===== config.mk =====
export PLATFORM = sky130hd
export DESIGN_NAME = smt_spi_master
export DESIGN_NICKNAME = d
export VERILOG_FILES = /design/src/hw/smt_pkg.sv /design/src/hw/smt_aux_timer.sv /design/src/hw/smt_spi_master.sv
export SDC_FILE = /design/constraint.sdc
export NUM_CORES = 1
export LEC_CHECK = 0
export BUFFER_PORTS_ARGS = -buffer_cell sky130_fd_sc_hd__buf_2
export CELL_PAD_IN_SITES_DETAIL_PLACEMENT = 2
export CELL_PAD_IN_SITES_GLOBAL_PLACEMENT = 2
export CORE_MARGIN = 2
export CORE_UTILIZATION = 35
export CTS_BUF_LIST = sky130_fd_sc_hd__clkbuf_2
export DETAILED_ROUTE_END_ITERATION = 10
export PLACE_DENSITY_LB_ADDON = 0.15
export SLEW_MARGIN = 15
export SYNTH_ARGS = -nofsm -noshare
export SYNTH_HDL_FRONTEND = slang
export SYNTH_SLANG_ARGS = --single-unit
export TNS_END_PERCENT = 1

===== constraint.sdc =====
create_clock -name clk -period 3.9 [get_ports clk]
set_clock_uncertainty 0.2 [all_clocks]
set_input_delay 0.39 -clock clk [delete_from_list [all_inputs] [get_ports clk]]
set_output_delay 0.39 -clock clk [all_outputs]
set_load 0.02 [all_outputs]

===== src/hw/smt_pkg.sv =====
// Purpose: Shared constants of the timer-clocked serial master
// Assumes: 32-bit AXI4-Lite register bus, byte offsets below
// Notes: All registers hold their fields in the low byte
package smt_pkg;
    // ****************************************
    // Register offsets
    // ****************************************
    localparam logic [7:0] SMT_OFF_CTRL = 8'h00;
    localparam logic [7:0] SMT_OFF_TIMER_CONTROL = 8'h04;
    localparam logic [7:0] SMT_OFF_TIMER_COUNT = 8'h08;
    localparam logic [7:0] SMT_OFF_TIMER_PERIOD_LIMIT = 8'h0C;
    localparam logic [7:0] SMT_OFF_SHIFT_BUFFER = 8'h10;
    localparam logic [7:0] SMT_OFF_IRQ_FLAGS = 8'h14;
    localparam logic [7:0] SMT_OFF_IRQ_MASK = 8'h18;
    localparam logic [7:0] SMT_OFF_STATUS = 8'h1C;

    // ****************************************
    // Field positions
    // ****************************************
    localparam int SMT_BIT_PORT_ENABLE = 0;
    localparam int SMT_BIT_TIMER_RUN_ENABLE = 0;
    localparam int SMT_POS_PRESCALE = 1;
    localparam int SMT_BIT_DONE = 0;
    localparam int SMT_BIT_COLLISION = 1;
    localparam int SMT_BIT_BUSY = 0;
    localparam int SMT_IRQ_W = 2;

    // ****************************************
    // Reset values and encodings
    // ****************************************
    localparam logic [7:0] SMT_RST_PERIOD_LIMIT = 8'hFF;
    localparam logic [1:0] SMT_PRE_DIV1 = 2'h0;
    localparam logic [1:0] SMT_PRE_DIV4 = 2'h1;
    localparam logic [3:0] SMT_PRE_LIM1 = 4'h0;
    localparam logic [3:0] SMT_PRE_LIM4 = 4'h3;
    localparam logic [3:0] SMT_PRE_LIM16 = 4'hF;
    localparam logic [1:0] SMT_RESP_OKAY = 2'h0;
    localparam logic [1:0] SMT_RESP_SLVERR = 2'h2;
    localparam int SMT_BITS_PER_BYTE = 8;
endpackage


===== src/hw/smt_aux_timer.sv =====
// Purpose: Free-running auxiliary timer with prescaler and period match
// Assumes: Software loads the count directly; otherwise only reset and a period match clear it
// Notes: Match pulse lasts one cycle, count restarts at zero
`timescale 1ns/1ps
`default_nettype none
module smt_aux_timer
    import smt_pkg::*;
#(
    parameter int W = 8
) (
    input wire logic clk,
    input wire logic reset,
    input wire logic run,
    input wire logic [1:0] prescale,
    input wire logic [W-1:0] period_limit,
    input wire logic load,
    input wire logic [W-1:0] load_value,
    output logic [W-1:0] count,
    output logic match
);
    logic [3:0] pre_q, pre_d, pre_lim;
    logic [W-1:0] cnt_q, cnt_d;
    logic match_q, match_d;

    always_comb begin
        pre_lim = (prescale == SMT_PRE_DIV1) ? SMT_PRE_LIM1 :
                  (prescale == SMT_PRE_DIV4) ? SMT_PRE_LIM4 : SMT_PRE_LIM16;
        pre_d = pre_q;
        cnt_d = cnt_q;
        match_d = 1'b0;
        if (load) begin
            cnt_d = load_value;
            pre_d = 4'h0;
        end else if (run) begin
            // Counts on regardless of any serial activity
            if (pre_q >= pre_lim) begin
                pre_d = 4'h0;
                if (cnt_q == period_limit) begin
                    cnt_d = '0;
                    match_d = 1'b1;
                end else begin
                    cnt_d = cnt_q + 1'b1;
                end
            end else begin
                pre_d = pre_q + 4'h1;
            end
        end
    end

    always_ff @(posedge clk) begin
        if (reset) begin
            pre_q <= 4'h0;
            cnt_q <= '0;
            match_q <= 1'b0;
        end else begin
            pre_q <= pre_d;
            cnt_q <= cnt_d;
            match_q <= match_d;
        end
    end

    assign count = cnt_q;
    assign match = match_q;
endmodule
`default_nettype wire


===== src/hw/smt_spi_master.sv =====
// Purpose: Serial master transmit path clocked by aux timer match / 2
// Assumes: AXI4-Lite slave, one write and one read in flight at most
// Notes: Mode 0, MSb first; serial_in sampled on rising clock edge
`timescale 1ns/1ps
`default_nettype none
module smt_spi_master
    import smt_pkg::*;
#(
    parameter int TW = 8
) (
    input wire logic clk,
    input wire logic reset,
    input wire logic [7:0] s_axi_awaddr,
    input wire logic s_axi_awvalid,
    output logic s_axi_awready,
    input wire logic [31:0] s_axi_wdata,
    input wire logic [3:0] s_axi_wstrb,
    input wire logic s_axi_wvalid,
    output logic s_axi_wready,
    output logic [1:0] s_axi_bresp,
    output logic s_axi_bvalid,
    input wire logic s_axi_bready,
    input wire logic [7:0] s_axi_araddr,
    input wire logic s_axi_arvalid,
    output logic s_axi_arready,
    output logic [31:0] s_axi_rdata,
    output logic [1:0] s_axi_rresp,
    output logic s_axi_rvalid,
    input wire logic s_axi_rready,
    output logic serial_clk,
    output logic serial_out,
    input wire logic serial_in,
    output logic irq
);
    // ****************************************
    // State
    // ****************************************
    logic awready_q, awready_d, wready_q, wready_d;
    logic aw_got_q, aw_got_d, w_got_q, w_got_d;
    logic [7:0] waddr_q, waddr_d;
    logic [31:0] wdata_q, wdata_d;
    logic [3:0] wstrb_q, wstrb_d;
    logic bvalid_q, bvalid_d;
    logic [1:0] bresp_q, bresp_d;
    logic arready_q, arready_d, rvalid_q, rvalid_d;
    logic [31:0] rdata_q, rdata_d;
    logic [1:0] rresp_q, rresp_d;

    logic port_en_q, port_en_d;
    logic run_q, run_d;
    logic [1:0] presc_q, presc_d;
    logic [TW-1:0] period_q, period_d;
    logic [SMT_IRQ_W-1:0] flags_q, flags_d, mask_q, mask_d, ev_set;
    logic irq_q, irq_d;

    logic busy_q, busy_d, sclk_q, sclk_d, sout_q, sout_d, sample_q, sample_d;
    logic [7:0] shreg_q, shreg_d, rxbuf_q, rxbuf_d;
    logic [2:0] bitn_q, bitn_d;
    logic [2:0] sync_q;
    logic sin_q, sin_d;

    logic wr_fire, wr_ok, rd_ok, tload;
    logic [7:0] tload_val;
    logic [TW-1:0] tcount;
    logic tmatch;

    // ****************************************
    // Auxiliary timer
    // ****************************************
    smt_aux_timer #(
        .W(TW)
    ) u_timer (
        .clk(clk),
        .reset(reset),
        .run(run_q),
        .prescale(presc_q),
        .period_limit(period_q),
        .load(tload),
        .load_value(tload_val[TW-1:0]),
        .count(tcount),
        .match(tmatch)
    );

    // ****************************************
    // Next-state logic
    // ****************************************
    always_comb begin
        awready_d = awready_q;
        wready_d = wready_q;
        aw_got_d = aw_got_q;
        w_got_d = w_got_q;
        waddr_d = waddr_q;
        wdata_d = wdata_q;
        wstrb_d = wstrb_q;
        bvalid_d = bvalid_q;
        bresp_d = bresp_q;
        arready_d = arready_q;
        rvalid_d = rvalid_q;
        rdata_d = rdata_q;
        rresp_d = rresp_q;
        port_en_d = port_en_q;
        run_d = run_q;
        presc_d = presc_q;
        period_d = period_q;
        mask_d = mask_q;
        busy_d = busy_q;
        sclk_d = sclk_q;
        sout_d = sout_q;
        sample_d = sample_q;
        shreg_d = shreg_q;
        rxbuf_d = rxbuf_q;
        bitn_d = bitn_q;
        ev_set = '0;
        tload = 1'b0;
        tload_val = wdata_q[7:0];
        wr_ok = 1'b1;
        rd_ok = 1'b1;

        // Input filter: accept a change once both late stages agree
        sin_d = (sync_q[1] == sync_q[2]) ? sync_q[2] : sin_q;

        // Address and data channels taken independently
        if (s_axi_awvalid && awready_q) begin
            aw_got_d = 1'b1;
            waddr_d = s_axi_awaddr;
            awready_d = 1'b0;
        end
        if (s_axi_wvalid && wready_q) begin
            w_got_d = 1'b1;
            wdata_d = s_axi_wdata;
            wstrb_d = s_axi_wstrb;
            wready_d = 1'b0;
        end

        // Serial engine, stepped only by timer matches
        if (busy_q && tmatch) begin
            sclk_d = ~sclk_q;
            if (!sclk_q) begin
                sample_d = sin_q;
            end else if (bitn_q == 3'(SMT_BITS_PER_BYTE - 1)) begin
                busy_d = 1'b0;
                rxbuf_d = {shreg_q[6:0], sample_q};
                ev_set[SMT_BIT_DONE] = 1'b1;
            end else begin
                shreg_d = {shreg_q[6:0], sample_q};
                sout_d = shreg_q[6];
                bitn_d = bitn_q + 3'h1;
            end
        end

        // Register write once both halves are held
        wr_fire = aw_got_q && w_got_q && !bvalid_q;
        if (wr_fire) begin
            aw_got_d = 1'b0;
            w_got_d = 1'b0;
            bvalid_d = 1'b1;
            if (wstrb_q[0]) begin
                case (waddr_q)
                    SMT_OFF_CTRL: port_en_d = wdata_q[SMT_BIT_PORT_ENABLE];
                    SMT_OFF_TIMER_CONTROL: begin
                        run_d = wdata_q[SMT_BIT_TIMER_RUN_ENABLE];
                        presc_d = wdata_q[SMT_POS_PRESCALE +: 2];
                    end
                    SMT_OFF_TIMER_COUNT: tload = 1'b1;
                    SMT_OFF_TIMER_PERIOD_LIMIT: period_d = wdata_q[TW-1:0];
                    SMT_OFF_SHIFT_BUFFER: begin
                        // Timer is left alone here, so first bit may be short
                        if (busy_q || !port_en_q) begin
                            ev_set[SMT_BIT_COLLISION] = 1'b1;
                        end else begin
                            busy_d = 1'b1;
                            shreg_d = wdata_q[7:0];
                            sout_d = wdata_q[7];
                            sclk_d = 1'b0;
                            bitn_d = 3'h0;
                        end
                    end
                    SMT_OFF_IRQ_FLAGS: ;
                    SMT_OFF_IRQ_MASK: mask_d = wdata_q[SMT_IRQ_W-1:0];
                    SMT_OFF_STATUS: ;
                    default: wr_ok = 1'b0;
                endcase
            end
            bresp_d = wr_ok ? SMT_RESP_OKAY : SMT_RESP_SLVERR;
        end
        if (bvalid_q && s_axi_bready) begin
            bvalid_d = 1'b0;
        end
        awready_d = awready_d && !bvalid_d || (!aw_got_d && !bvalid_d);
        wready_d = wready_d && !bvalid_d || (!w_got_d && !bvalid_d);

        // Read channel
        if (s_axi_arvalid && arready_q) begin
            arready_d = 1'b0;
            rvalid_d = 1'b1;
            rdata_d = 32'h0000_0000;
            case (s_axi_araddr)
                SMT_OFF_CTRL: rdata_d[SMT_BIT_PORT_ENABLE] = port_en_q;
                SMT_OFF_TIMER_CONTROL: begin
                    rdata_d[SMT_BIT_TIMER_RUN_ENABLE] = run_q;
                    rdata_d[SMT_POS_PRESCALE +: 2] = presc_q;
                end
                SMT_OFF_TIMER_COUNT: rdata_d[TW-1:0] = tcount;
                SMT_OFF_TIMER_PERIOD_LIMIT: rdata_d[TW-1:0] = period_q;
                SMT_OFF_SHIFT_BUFFER: rdata_d[7:0] = rxbuf_q;
                SMT_OFF_IRQ_FLAGS: rdata_d[SMT_IRQ_W-1:0] = flags_q;
                SMT_OFF_IRQ_MASK: rdata_d[SMT_IRQ_W-1:0] = mask_q;
                SMT_OFF_STATUS: rdata_d[SMT_BIT_BUSY] = busy_q;
                default: rd_ok = 1'b0;
            endcase
            rresp_d = rd_ok ? SMT_RESP_OKAY : SMT_RESP_SLVERR;
        end else if (rvalid_q && s_axi_rready) begin
            rvalid_d = 1'b0;
            arready_d = 1'b1;
        end

        // Sticky flags, write one to clear, a new event wins
        flags_d = flags_q;
        if (wr_fire && wstrb_q[0] && waddr_q == SMT_OFF_IRQ_FLAGS) begin
            flags_d = flags_q & ~wdata_q[SMT_IRQ_W-1:0];
        end
        flags_d = flags_d | ev_set;
        irq_d = |(flags_d & mask_d);
    end

    // ****************************************
    // Registers
    // ****************************************
    always_ff @(posedge clk) begin
        if (reset) begin
            awready_q <= 1'b1;
            wready_q <= 1'b1;
            aw_got_q <= 1'b0;
            w_got_q <= 1'b0;
            waddr_q <= 8'h00;
            wdata_q <= 32'h0000_0000;
            wstrb_q <= 4'h0;
            bvalid_q <= 1'b0;
            bresp_q <= SMT_RESP_OKAY;
            arready_q <= 1'b1;
            rvalid_q <= 1'b0;
            rdata_q <= 32'h0000_0000;
            rresp_q <= SMT_RESP_OKAY;
            port_en_q <= 1'b0;
            run_q <= 1'b0;
            presc_q <= SMT_PRE_DIV1;
            period_q <= SMT_RST_PERIOD_LIMIT[TW-1:0];
            flags_q <= '0;
            mask_q <= '0;
            irq_q <= 1'b0;
            busy_q <= 1'b0;
            sclk_q <= 1'b0;
            sout_q <= 1'b0;
            sample_q <= 1'b0;
            shreg_q <= 8'h00;
            rxbuf_q <= 8'h00;
            bitn_q <= 3'h0;
            sync_q <= 3'h0;
            sin_q <= 1'b0;
        end else begin
            awready_q <= awready_d;
            wready_q <= wready_d;
            aw_got_q <= aw_got_d;
            w_got_q <= w_got_d;
            waddr_q <= waddr_d;
            wdata_q <= wdata_d;
            wstrb_q <= wstrb_d;
            bvalid_q <= bvalid_d;
            bresp_q <= bresp_d;
            arready_q <= arready_d;
            rvalid_q <= rvalid_d;
            rdata_q <= rdata_d;
            rresp_q <= rresp_d;
            port_en_q <= port_en_d;
            run_q <= run_d;
            presc_q <= presc_d;
            period_q <= period_d;
            flags_q <= flags_d;
            mask_q <= mask_d;
            irq_q <= irq_d;
            busy_q <= busy_d;
            sclk_q <= sclk_d;
            sout_q <= sout_d;
            sample_q <= sample_d;
            shreg_q <= shreg_d;
            rxbuf_q <= rxbuf_d;
            bitn_q <= bitn_d;
            sync_q <= {sync_q[1:0], serial_in};
            sin_q <= sin_d;
        end
    end

    assign s_axi_awready = awready_q;
    assign s_axi_wready = wready_q;
    assign s_axi_bvalid = bvalid_q;
    assign s_axi_bresp = bresp_q;
    assign s_axi_arready = arready_q;
    assign s_axi_rvalid = rvalid_q;
    assign s_axi_rdata = rdata_q;
    assign s_axi_rresp = rresp_q;
    assign serial_clk = sclk_q;
    assign serial_out = sout_q;
    assign irq = irq_q;
endmodule
`default_nettype wire


### Word level (Yosys, flattened, before mapping)

Cells that the tools add are included.

* register bits: 93
* bits of input ports: 60
* output and inout port bits: 44
* word-level logic and storage cells: 178

* $add $sub $neg: 3
* order comparisons: 1
* equality and inequality tests: 18
* muxes and demuxes: 78
* bitwise operators: 7
* reduce and logical (&&, ||, !) cells: 39

Operator list (number)
* $mux W8: 11
* $eq A8 B5 Y1 const B: 8
* $mux W1: 47
* $eq A8 B4 Y1 const B: 4
* $mux W3: 7
* $eq A8 B3 Y1 const B: 2
* $logic_not A8 Y1: 2
* $reduce_or A8 Y1: 2
* $pmux W5 S3: 1
* $logic_and A1 B1 Y1: 14
* $mux W2: 6
* $mux W4: 3
* $reduce_and A3 Y1: 4
* $add A8 B1 Y8 const B: 1
* $eq A8 B8 Y1: 1
* $pmux W1 S8: 1
* $pmux W1 S6: 1
* $reduce_bool A2 Y1: 3
* $logic_not A1 Y1: 5
* $add A4 B1 Y4 const B: 1
* $and A2 B2 Y2: 2
* $ge A4 B4 Y1: 1
* $pmux W1 S4: 1
* $reduce_and A2 Y1: 2
* 11 further kinds: 16

### Longest topological paths before layout

Gate-level depths: netlist of the first run.

* depth after elaboration: 9
* depth in mapped cells: 8

### Hierarchy

From an unflattened synthesis of the first run, not the netlist that was laid out.

* cells, all modules: 500
* area total of the unflattened synthesis: 4374.2 um^2

By module, submodules not included
* smt_spi_master: times used 1, cells an instance 392, area an instance 3448.3 um^2, sequential area each 1541.5 um^2
* smt_aux_timer: times used 1, cells an instance 108, area an instance 925.9 um^2, sequential area each 260.2 um^2

### Worst setup path after synthesis of the first run

OpenSTA, ideal clock, no wires.

* path kind: register -> register
* start point: register waddr_q[6]
* end point: register irq_q, in the netlist irq
* setup time: 117 ps
* arrival: 1890 ps
* required time: 3583 ps
* setup slack: 1693 ps
* stages on the path, launching flop included: 7
* path buffers: 1
* path through: dfxtp_1 or4_4 buf_6 or4_4 mux2i_1 nor2_1 a22o_1

* word-level cells in the longest chain between the ends: 7

Ends and longest elaborated chain
* from (decl): line smt_spi_master.sv:40 `logic [7:0] waddr_q, waddr_d;`
* from (signal assigned): line smt_spi_master.sv:265 `waddr_q <= waddr_d;`
* $eq A8 B5 Y1: line smt_spi_master.sv:158 `case (waddr_q)`
* $mux W1: line smt_spi_master.sv:158
* $mux W1: line smt_spi_master.sv:157 `if (wstrb_q[0]) begin`
* $mux W1: line smt_spi_master.sv:153 `if (wr_fire) begin`
* $or A2 B2 Y2: line smt_spi_master.sv:222 `flags_d = flags_d | ev_set;`
* $and A2 B2 Y2 *: line smt_spi_master.sv:223 `irq_d = |(flags_d & mask_d);`
* $reduce_or A2 Y1 *: line smt_spi_master.sv:223
* to (signal assigned): line smt_spi_master.sv:280 `irq_q <= irq_d;`
* to (decl): line smt_spi_master.sv:54 `logic irq_q, irq_d;`

Every way passes the cells marked *; elsewhere a longest branch is shown, timed or not.
A chain may end at the register's enable or synchronous reset.

### Worst setup path after layout of the first run

* start point: register presc_q[0]
* end point: register u_timer.cnt_q[5], in the netlist u_timer.count[5]

* word-level cells in the longest chain between the ends: 6

Ends and longest elaborated chain
* from (decl): line smt_spi_master.sv:51 `logic [1:0] presc_q, presc_d;`
* from (signal assigned): line smt_spi_master.sv:276 `presc_q <= presc_d;`
* $eq A2 B1 Y1: line smt_aux_timer.sv:27 `(prescale == SMT_PRE_DIV4) ? SMT_PRE_LIM4 : SMT_PRE_LIM16;`
* $mux W4: line smt_aux_timer.sv:27
* $mux W4 *: line smt_aux_timer.sv:26 `pre_lim = (prescale == SMT_PRE_DIV1) ? SMT_PRE_LIM1 :`
* $ge A4 B4 Y1 *: line smt_aux_timer.sv:36 `if (pre_q >= pre_lim) begin`
* $reduce_bool A2 Y1 (no line) *
* $reduce_and A2 Y1 (no line) *
* to (signal assigned): line smt_aux_timer.sv:57 `cnt_q <= cnt_d;`
* to (decl): line smt_aux_timer.sv:22 `logic [W-1:0] cnt_q, cnt_d;`

Marks and branches as above.

==> metrics.md, run 1 <==
| Metric | Value |
|---|---|
| Fill cells | 1,373 |
| Synth Register Bits | 90 |
| Min-delay src | s_axi_awvalid |
| Setup_tns | 0 ns |
| CP Buf/Inv Count | 0 |
| WL per Instance | 17.42 µm |
| Crit-path cells | or2_2, ha_1, nor2b_1, o21a_1, nor3_1, nand4_1, a31oi_1 |
| Clock buffer depth | 2 |
| Post-synth cell types | 48 |
| FP Rows | 40 |
| Peak VDD IR | 139.9 µV |
| Global route total overflow | 0 |
| Root Buffer | clkbuf_2 |
| Share of the synthesized area in the top cell type | 41.71% |
| Clock transition at the registers of the reported paths | 0.25 ns |
| Crit-path slowest cell | nor3_1 |
| Sequential area share after synthesis | 41.71% |
| Vias per cell | 5.256 |
| Setup crit start kind | flip-flop |
| TritonCTS Buffers | 9 |
| Most common cell in the netlist | dfxtp_1 |
| Critical Path AT | 3.07 ns |
| Initial drt markers | 112 |
| Cell area after synthesis | 4319 µm² |
| Critical path's top delay family | simple AND/OR/NAND/NOR gates |
| Ys flop type | dfxtp_1 |
| Crit path capture type | flip-flop |
| Detail Route Antenna Nets | 0 |
| Post-synth EDFFs | 0 |
| Via Count | 3,816 |
| Largest net degree at the start of global routing | 81 |
| Hold Slack | 0.05298 ns |
| Pre-CTS setup slack | 1.224 ns |
| Diode count | 0 |
| Antenna violations before repair | 0 |
| Largest stage delay, worst path | 0.84 ns |
| R2R Path Start | presc_q[0] |
| Status | completed |
| Pwr per Cell Area | 330.8 nW/µm² |
| Period utilisation layout | 69.90% |
| Syn_area_per_cell | 8.436 µm² |
| Final Hold Fails | 0 |
| Die height | 115.1 µm |
| Fmax | 0.3668 GHz |
| Final WL | 12,650 µm |
| Synth area leaders | dfxtp_1 (42%), mux2i_1 (6.7%), a21oi_1 (5.8%), nand2_1 (5.6%), buf_4 (4.5%) |
| LEAKAGE | 0.002081 µW |
| Tot GR Track Use | 20.03% |
| FFs w/ async S/R, synth | 0% |
| Cell taking the most area after synthesis | dfxtp_1 |
| Nets | 643 |
| RSZ-0062 raised after global routing | false |
| CTS tree | built |
| Drt pass-1 iters | 5 |
| Crit path launch | presc_q[0] |
| DP Wirelength | 9028 µm |
| Post-CTS Setup Bufs | 0 |
| Min cycle time layout | 2.726 ns |
| Initial Utilization | 35.96% |
| Critical Path RT | 4.24 ns |
| Worst-Skew Late Latency | 0.62 ns |
| Tot Pwr | 1637 µW |
| Drt drc | 0 |
| Core footprint | 12,010 µm² |
| Worst Hold Class | primary input to flip-flop |
| Yosys warnings | 0 |
| Setup ws final | 1.174 ns |
| Area growth, synth to finish | 14.57% |
| Most common library cells after synthesis | dfxtp_1 (90), nand2_1 (64), a21oi_1 (50) |
| Sink Count | 90 |
| Buffers on Ports | 50 |
| Worst rel slew slack | 29.35% |
| Final setup violation count | 0 |
| # H-tree levels | 3 |
| Die area | 13,240 µm² |
| Slew Viols, Final | 0 |
| Gp weighted congestion | 0.7881 |
| Vias in the first global route | 4,097 |
| Worst Setup Path Type | flip-flop to flip-flop |
| First-pass GRT wire length | 20,420 µm |
| Layout cell share with drive strength beyond 1 | 13.64% |
| Syn Inst Count | 512 |
| # IOs | 104 |
| Max-cap violations | 0 |
| Slew @ Worst Pin | 1.052 ns |
| Utilization after layout | 41.20% |
| Chip width | 115.1 µm |
| Critical path fanouts, max | 8 |
-- cell families (layout without fill, tap and decap cells) --
family,Yosys count,count (layout),share of synthesized area [%]
simple gates,189,189,21.44
compound gates,114,114,15.73
flops,90,90,41.71
buf+inv,63,105,7.966
mux,34,34,8.024
xor+xnor,12,12,2.433
fa+ha+maj,9,9,2.607
other cells,1,26,0.08682
-- registers in the layout, indices dropped and copies added (netlist names), 2 cells and up --
register / count
waddr_q: 8
wdata_q: 8
shreg_q: 7
flags_q: 2
mask_q: 2
u_timer.count: 8
presc_q: 2
s_axi_rdata: 8
sync_q: 3
rxbuf_q: 8
period_q: 8
u_timer.pre_q: 4
bitn_q: 3
-- worst reg2reg max path: cells and delay by family, from the launching register on --
| kind | cells | cell delay [ns] |
|---|---|---|
| compound gates | 2 | 0.41 |
| simple gates | 4 | 1.49 |
| fa+ha+maj | 1 | 0.20 |
| flops | 1 | 0.39 |
-- worst paths after layout --
| path | endpoint | slack (ns) | depth (start not counted) |
|---|---|---|---|
| hold / removal | waddr_q[1] | 0.05 | 4 |
| hold reg to reg | sync_q[1] | 0.27 | 1 |
| setup reg to reg | u_timer.count[5] | 1.17 | 7 |
| setup / recovery | u_timer.count[5] | 1.17 | 7 |
-- through the flow --
step / cells / area (µm²)
2_1_floorplan: 537 / 4413
3_3_place_gp: 683 / 4564
3_5_place_dp: 683 / 4564
4_1_cts: 726 / 4949
5_1_grt: 726 / 4949
6_report: 726 / 4949
-- placed cells by master, fill, tap and decap left out, types with 5 or more instances in the layout --
master          n
a211oi_1        9
a21oi_1        50
a22oi_1         9
a31oi_1         7
and2_1          5
buf_2          50
clkbuf_2        9
conb_1         26
dfxtp_1        90
dlygate4sd3_1  27
ha_1            9
inv_1          11
mux2_2          5
mux2i_1        29
nand2_1        64
nand2b_1        6
nand3_1        14
nor2_1         46
nor2b_1         6
nor3_1         20
nor4_1          5
o21ai_0        20
xor2_1         11
-- per-layer routing --
metal | vias up | GRT usage, % | wire, µm | share of wire (%)
li1 | 1861 | - | - | -
met1 | 1857 | 22.66 | 5438 | 43
met2 | 74 | 36.39 | 6509 | 51
met3 | 24 | 3.479 | 359 | 2.8
met4 | 0 | 9.558 | 339 | 2.7
met5 | - | 0 | 0 | 0
-- where the power goes --
group	total, µW	switching (µW)	internal [µW]
Clock	490	344	146
Sequential	974	30.3	944
Combinational	172	106	66.2
Total	1640	480	1160
-- timing repair --
action,in CTS,in global routing
hold endpoints to repair,24,0
hold buffers,27,0
resized for setup,0,0
-- cell type report --
cell class              count  area [µm²]  area share [%]
inverters                  11       41.29          0.8344
well taps                 147       183.9           3.717
repair buffers             78       540.5           10.92
clock buffers               9       45.04          0.9102
clock inverters             7       68.82           1.391
flip-flops and latches     90        1802           36.41
multi-input cells         384        2267           45.82
Power figures use the tool's default switching activity.
==> inputs of run 2 (changes only) <==
--- a/config.mk
+++ b/config.mk
@@ -9,7 +9,7 @@
 export CELL_PAD_IN_SITES_DETAIL_PLACEMENT = 2
 export CELL_PAD_IN_SITES_GLOBAL_PLACEMENT = 2
 export CORE_MARGIN = 2
-export CORE_UTILIZATION = 35
+export CORE_UTILIZATION = 29
 export CTS_BUF_LIST = sky130_fd_sc_hd__clkbuf_2
 export DETAILED_ROUTE_END_ITERATION = 10
 export PLACE_DENSITY_LB_ADDON = 0.15
==> constraint.sdc (replaced) <==
create_clock -name clk -period 2.39 [get_ports clk]
set_clock_uncertainty 0.2 [all_clocks]
set_input_delay 0.239 -clock clk [delete_from_list [all_inputs] [get_ports clk]]
set_output_delay 0.239 -clock clk [all_outputs]
set_load 0.02 [all_outputs]
==> metrics.md, run 2 (synthesis results as in run 1) <==
| Metric | Value |
|---|---|
| Status | completed |
| Clock power share | 29.8% |
| Final Hold Fails | 0 |
| Detail Route Antenna Nets | 0 |
| Peak VDD IR | 205.8 µV |
| Crit-path slowest cell | dlygate4sd3_1 |
| Sw Share | 29.51% |
| Slew Viols, Final | 0 |
| Sink Count | 90 |
| FP Rows | 44 |
| Pwr per Cell Area | 498.6 nW/µm² |
| Setup crit start kind | flip-flop |
| Global route total overflow | 0 |
| Flop pwr share | 57.5% |
| Layout cell share with drive strength beyond 1 | 15.23% |
| Area growth, synth to finish | 28.45% |
| Pre-CTS setup slack | 0.1345 ns |
| Initial Utilization | 29.72% |
| GR Layer Usage met2 | 32.51% |
| P_int | 1950 µW |
| Psw | 816.3 µW |
| Multi-input logic area | 2272 µm² |
| Drt drc | 0 |
| Commonest non-fill, non-tap cell in the layout | dfxtp_1 |
| Chip width | 126.0 µm |
| Worst rel slew slack | 59.48% |
| Critical Path AT | 2.65 ns |
| Diode count | 0 |
| Vias per cell | 4.950 |
| Die area | 15,890 µm² |
| Largest stage delay, worst path | 0.60 ns |
| TritonCTS Buffers | 9 |
| First-pass GRT wire length | 22,870 µm |
| Crit path capture type | flip-flop |
| CTS tree | built |
| RSZ-0062 raised after global routing | false |
| Root Buffer | clkbuf_2 |
| Fill cells | 1,648 |
| Worst Hold Class | primary input to flip-flop |
| Met1 usage | 22.06% |
| Reg area | 1802 µm² |
| Setup_tns | 0 ns |
| Nets | 701 |
| Gp weighted congestion | 0.7767 |
| Final setup violation count | 0 |
| Commonest non-fill, non-tap cells in the layout | dfxtp_1 (90), dlygate4sd3_1 (69), nand2_1 (64), a21oi_1 (50), buf_2 (50) |
| WL per Instance | 16.87 µm |
| Initial drt markers | 133 |
| Buffers on Ports | 50 |
| Combinational Power Share | 12.7% |
| # IOs | 104 |
| Via Count | 4,064 |
| Min cycle time layout | 2.289 ns |
| Setup ws final | 0.1014 ns |
| Vias in the first global route | 4,470 |
| LEAKAGE | 0.002342 µW |
| Worst path most repeated cell | dlygate4sd3_1 |
| GRT met3 Usage | 2.464% |
| Clock transition at the registers of the reported paths | 0.27 ns |
| Core footprint | 14,530 µm² |
| GRT busiest layer | met2 |
| Drt pass-1 iters | 4 |
| Critical Path RT | 2.76 ns |
| Antenna violations before repair | 0 |
| Clock buffer depth | 2 |
| Crit-path cells | and2_4, nand2_1, dlygate4sd3_1, a21oi_1, dlygate4sd3_1 |
| Largest net degree at the start of global routing | 81 |
| # H-tree levels | 3 |
| Worst Setup Path Type | flip-flop to flip-flop |
| Worst-Skew Late Latency | 0.60 ns |
| Tot GR Track Use | 18.06% |
| Max-cap violations | 0 |
| Critical path fanouts, max | 9 |
| Final WL | 13,850 µm |
| Period utilisation layout | 95.76% |
| Die height | 126.0 µm |
| Slew @ Worst Pin | 0.6032 ns |
| Fmax | 0.4369 GHz |
| DP Wirelength | 9574 µm |
## run 2: cell count changes in the layout (fill, tap and decap cells not counted)
cell | before | now
o21ai_0 | 20 | 19
and2_1 | 5 | 3
o21ai_1 | 0 | 1
and2_4 | 0 | 2
inv_6 | 1 | 2
clkinv_4 | 0 | 1
buf_4 | 0 | 16
dlygate4sd3_1 | 27 | 69
clkinv_2 | 3 | 1
## run 2: cell type report
class                           count  share of cell area [%]
Inverter                           11                  0.7442
Clock buffer                        9                  0.8119
Clock inverter                      7                   1.376
Multi-Input combinational cell    384                   40.96
Tap cell                          184                   4.150
Sequential cell                    90                   32.48
Timing Repair Buffer              136                   19.49
## run 2: final timing paths
check | from | to | slack [ns] | cells after the start
worst max register to register | s_axi_awready | waddr_q[7] | 0.10 | 5
worst max-delay path | s_axi_awready | waddr_q[7] | 0.10 | 5
worst min register to register | sync_q[2] | sin_q | 0.28 | 2
worst min-delay path | s_axi_araddr[1] | s_axi_rdata[4] | 0.04 | 6
## run 2: through the flow
stage	cell area, µm²	instances	hold WS (ns)	power, µW	util (%)
after floorplan	4413	537	0.1672	1811	-
after global placement	4731	736	0.2229	1856	32.55
after detailed placement	4731	736	0.2341	1867	32.55
after CTS	5543	821	0.009704	2803	38.14
after global routing	5548	821	0.07481	2917	38.17
final	5548	821	0.03794	2766	38.17
## run 2: layer usage
metal | wire, µm | vias to the layer above
li1 | - | 1984
met1 | 6215 | 1991
met2 | 7041 | 71
met3 | 316 | 18
met4 | 274 | 0
met5 | 0 | -
## run 2: critical path, delay by kind of cell (launching register included)
family | cells | cell delay, ns
simple gates | 2 | 0.27
compound gates | 1 | 0.18
buf+inv | 2 | 1.17
flops | 1 | 0.43
## run 2: power by group through the flow
stage	logic [µW]	clock network (µW)	registers, µW
final	351	825	1590
after detailed placement	249	0	1620
after floorplan	209	0	1600
after CTS	340	873	1590
after global routing	387	932	1600
after global placement	241	0	1610
## run 2: timing repair
item / 4_1_cts / 5_1_grt
hold endpoints to repair: 79 / 0
resized for setup: 0 / 5
setup endpoints to repair: 0 / 17
buffers inserted: 0 / 0
hold buffers: 69 / 0
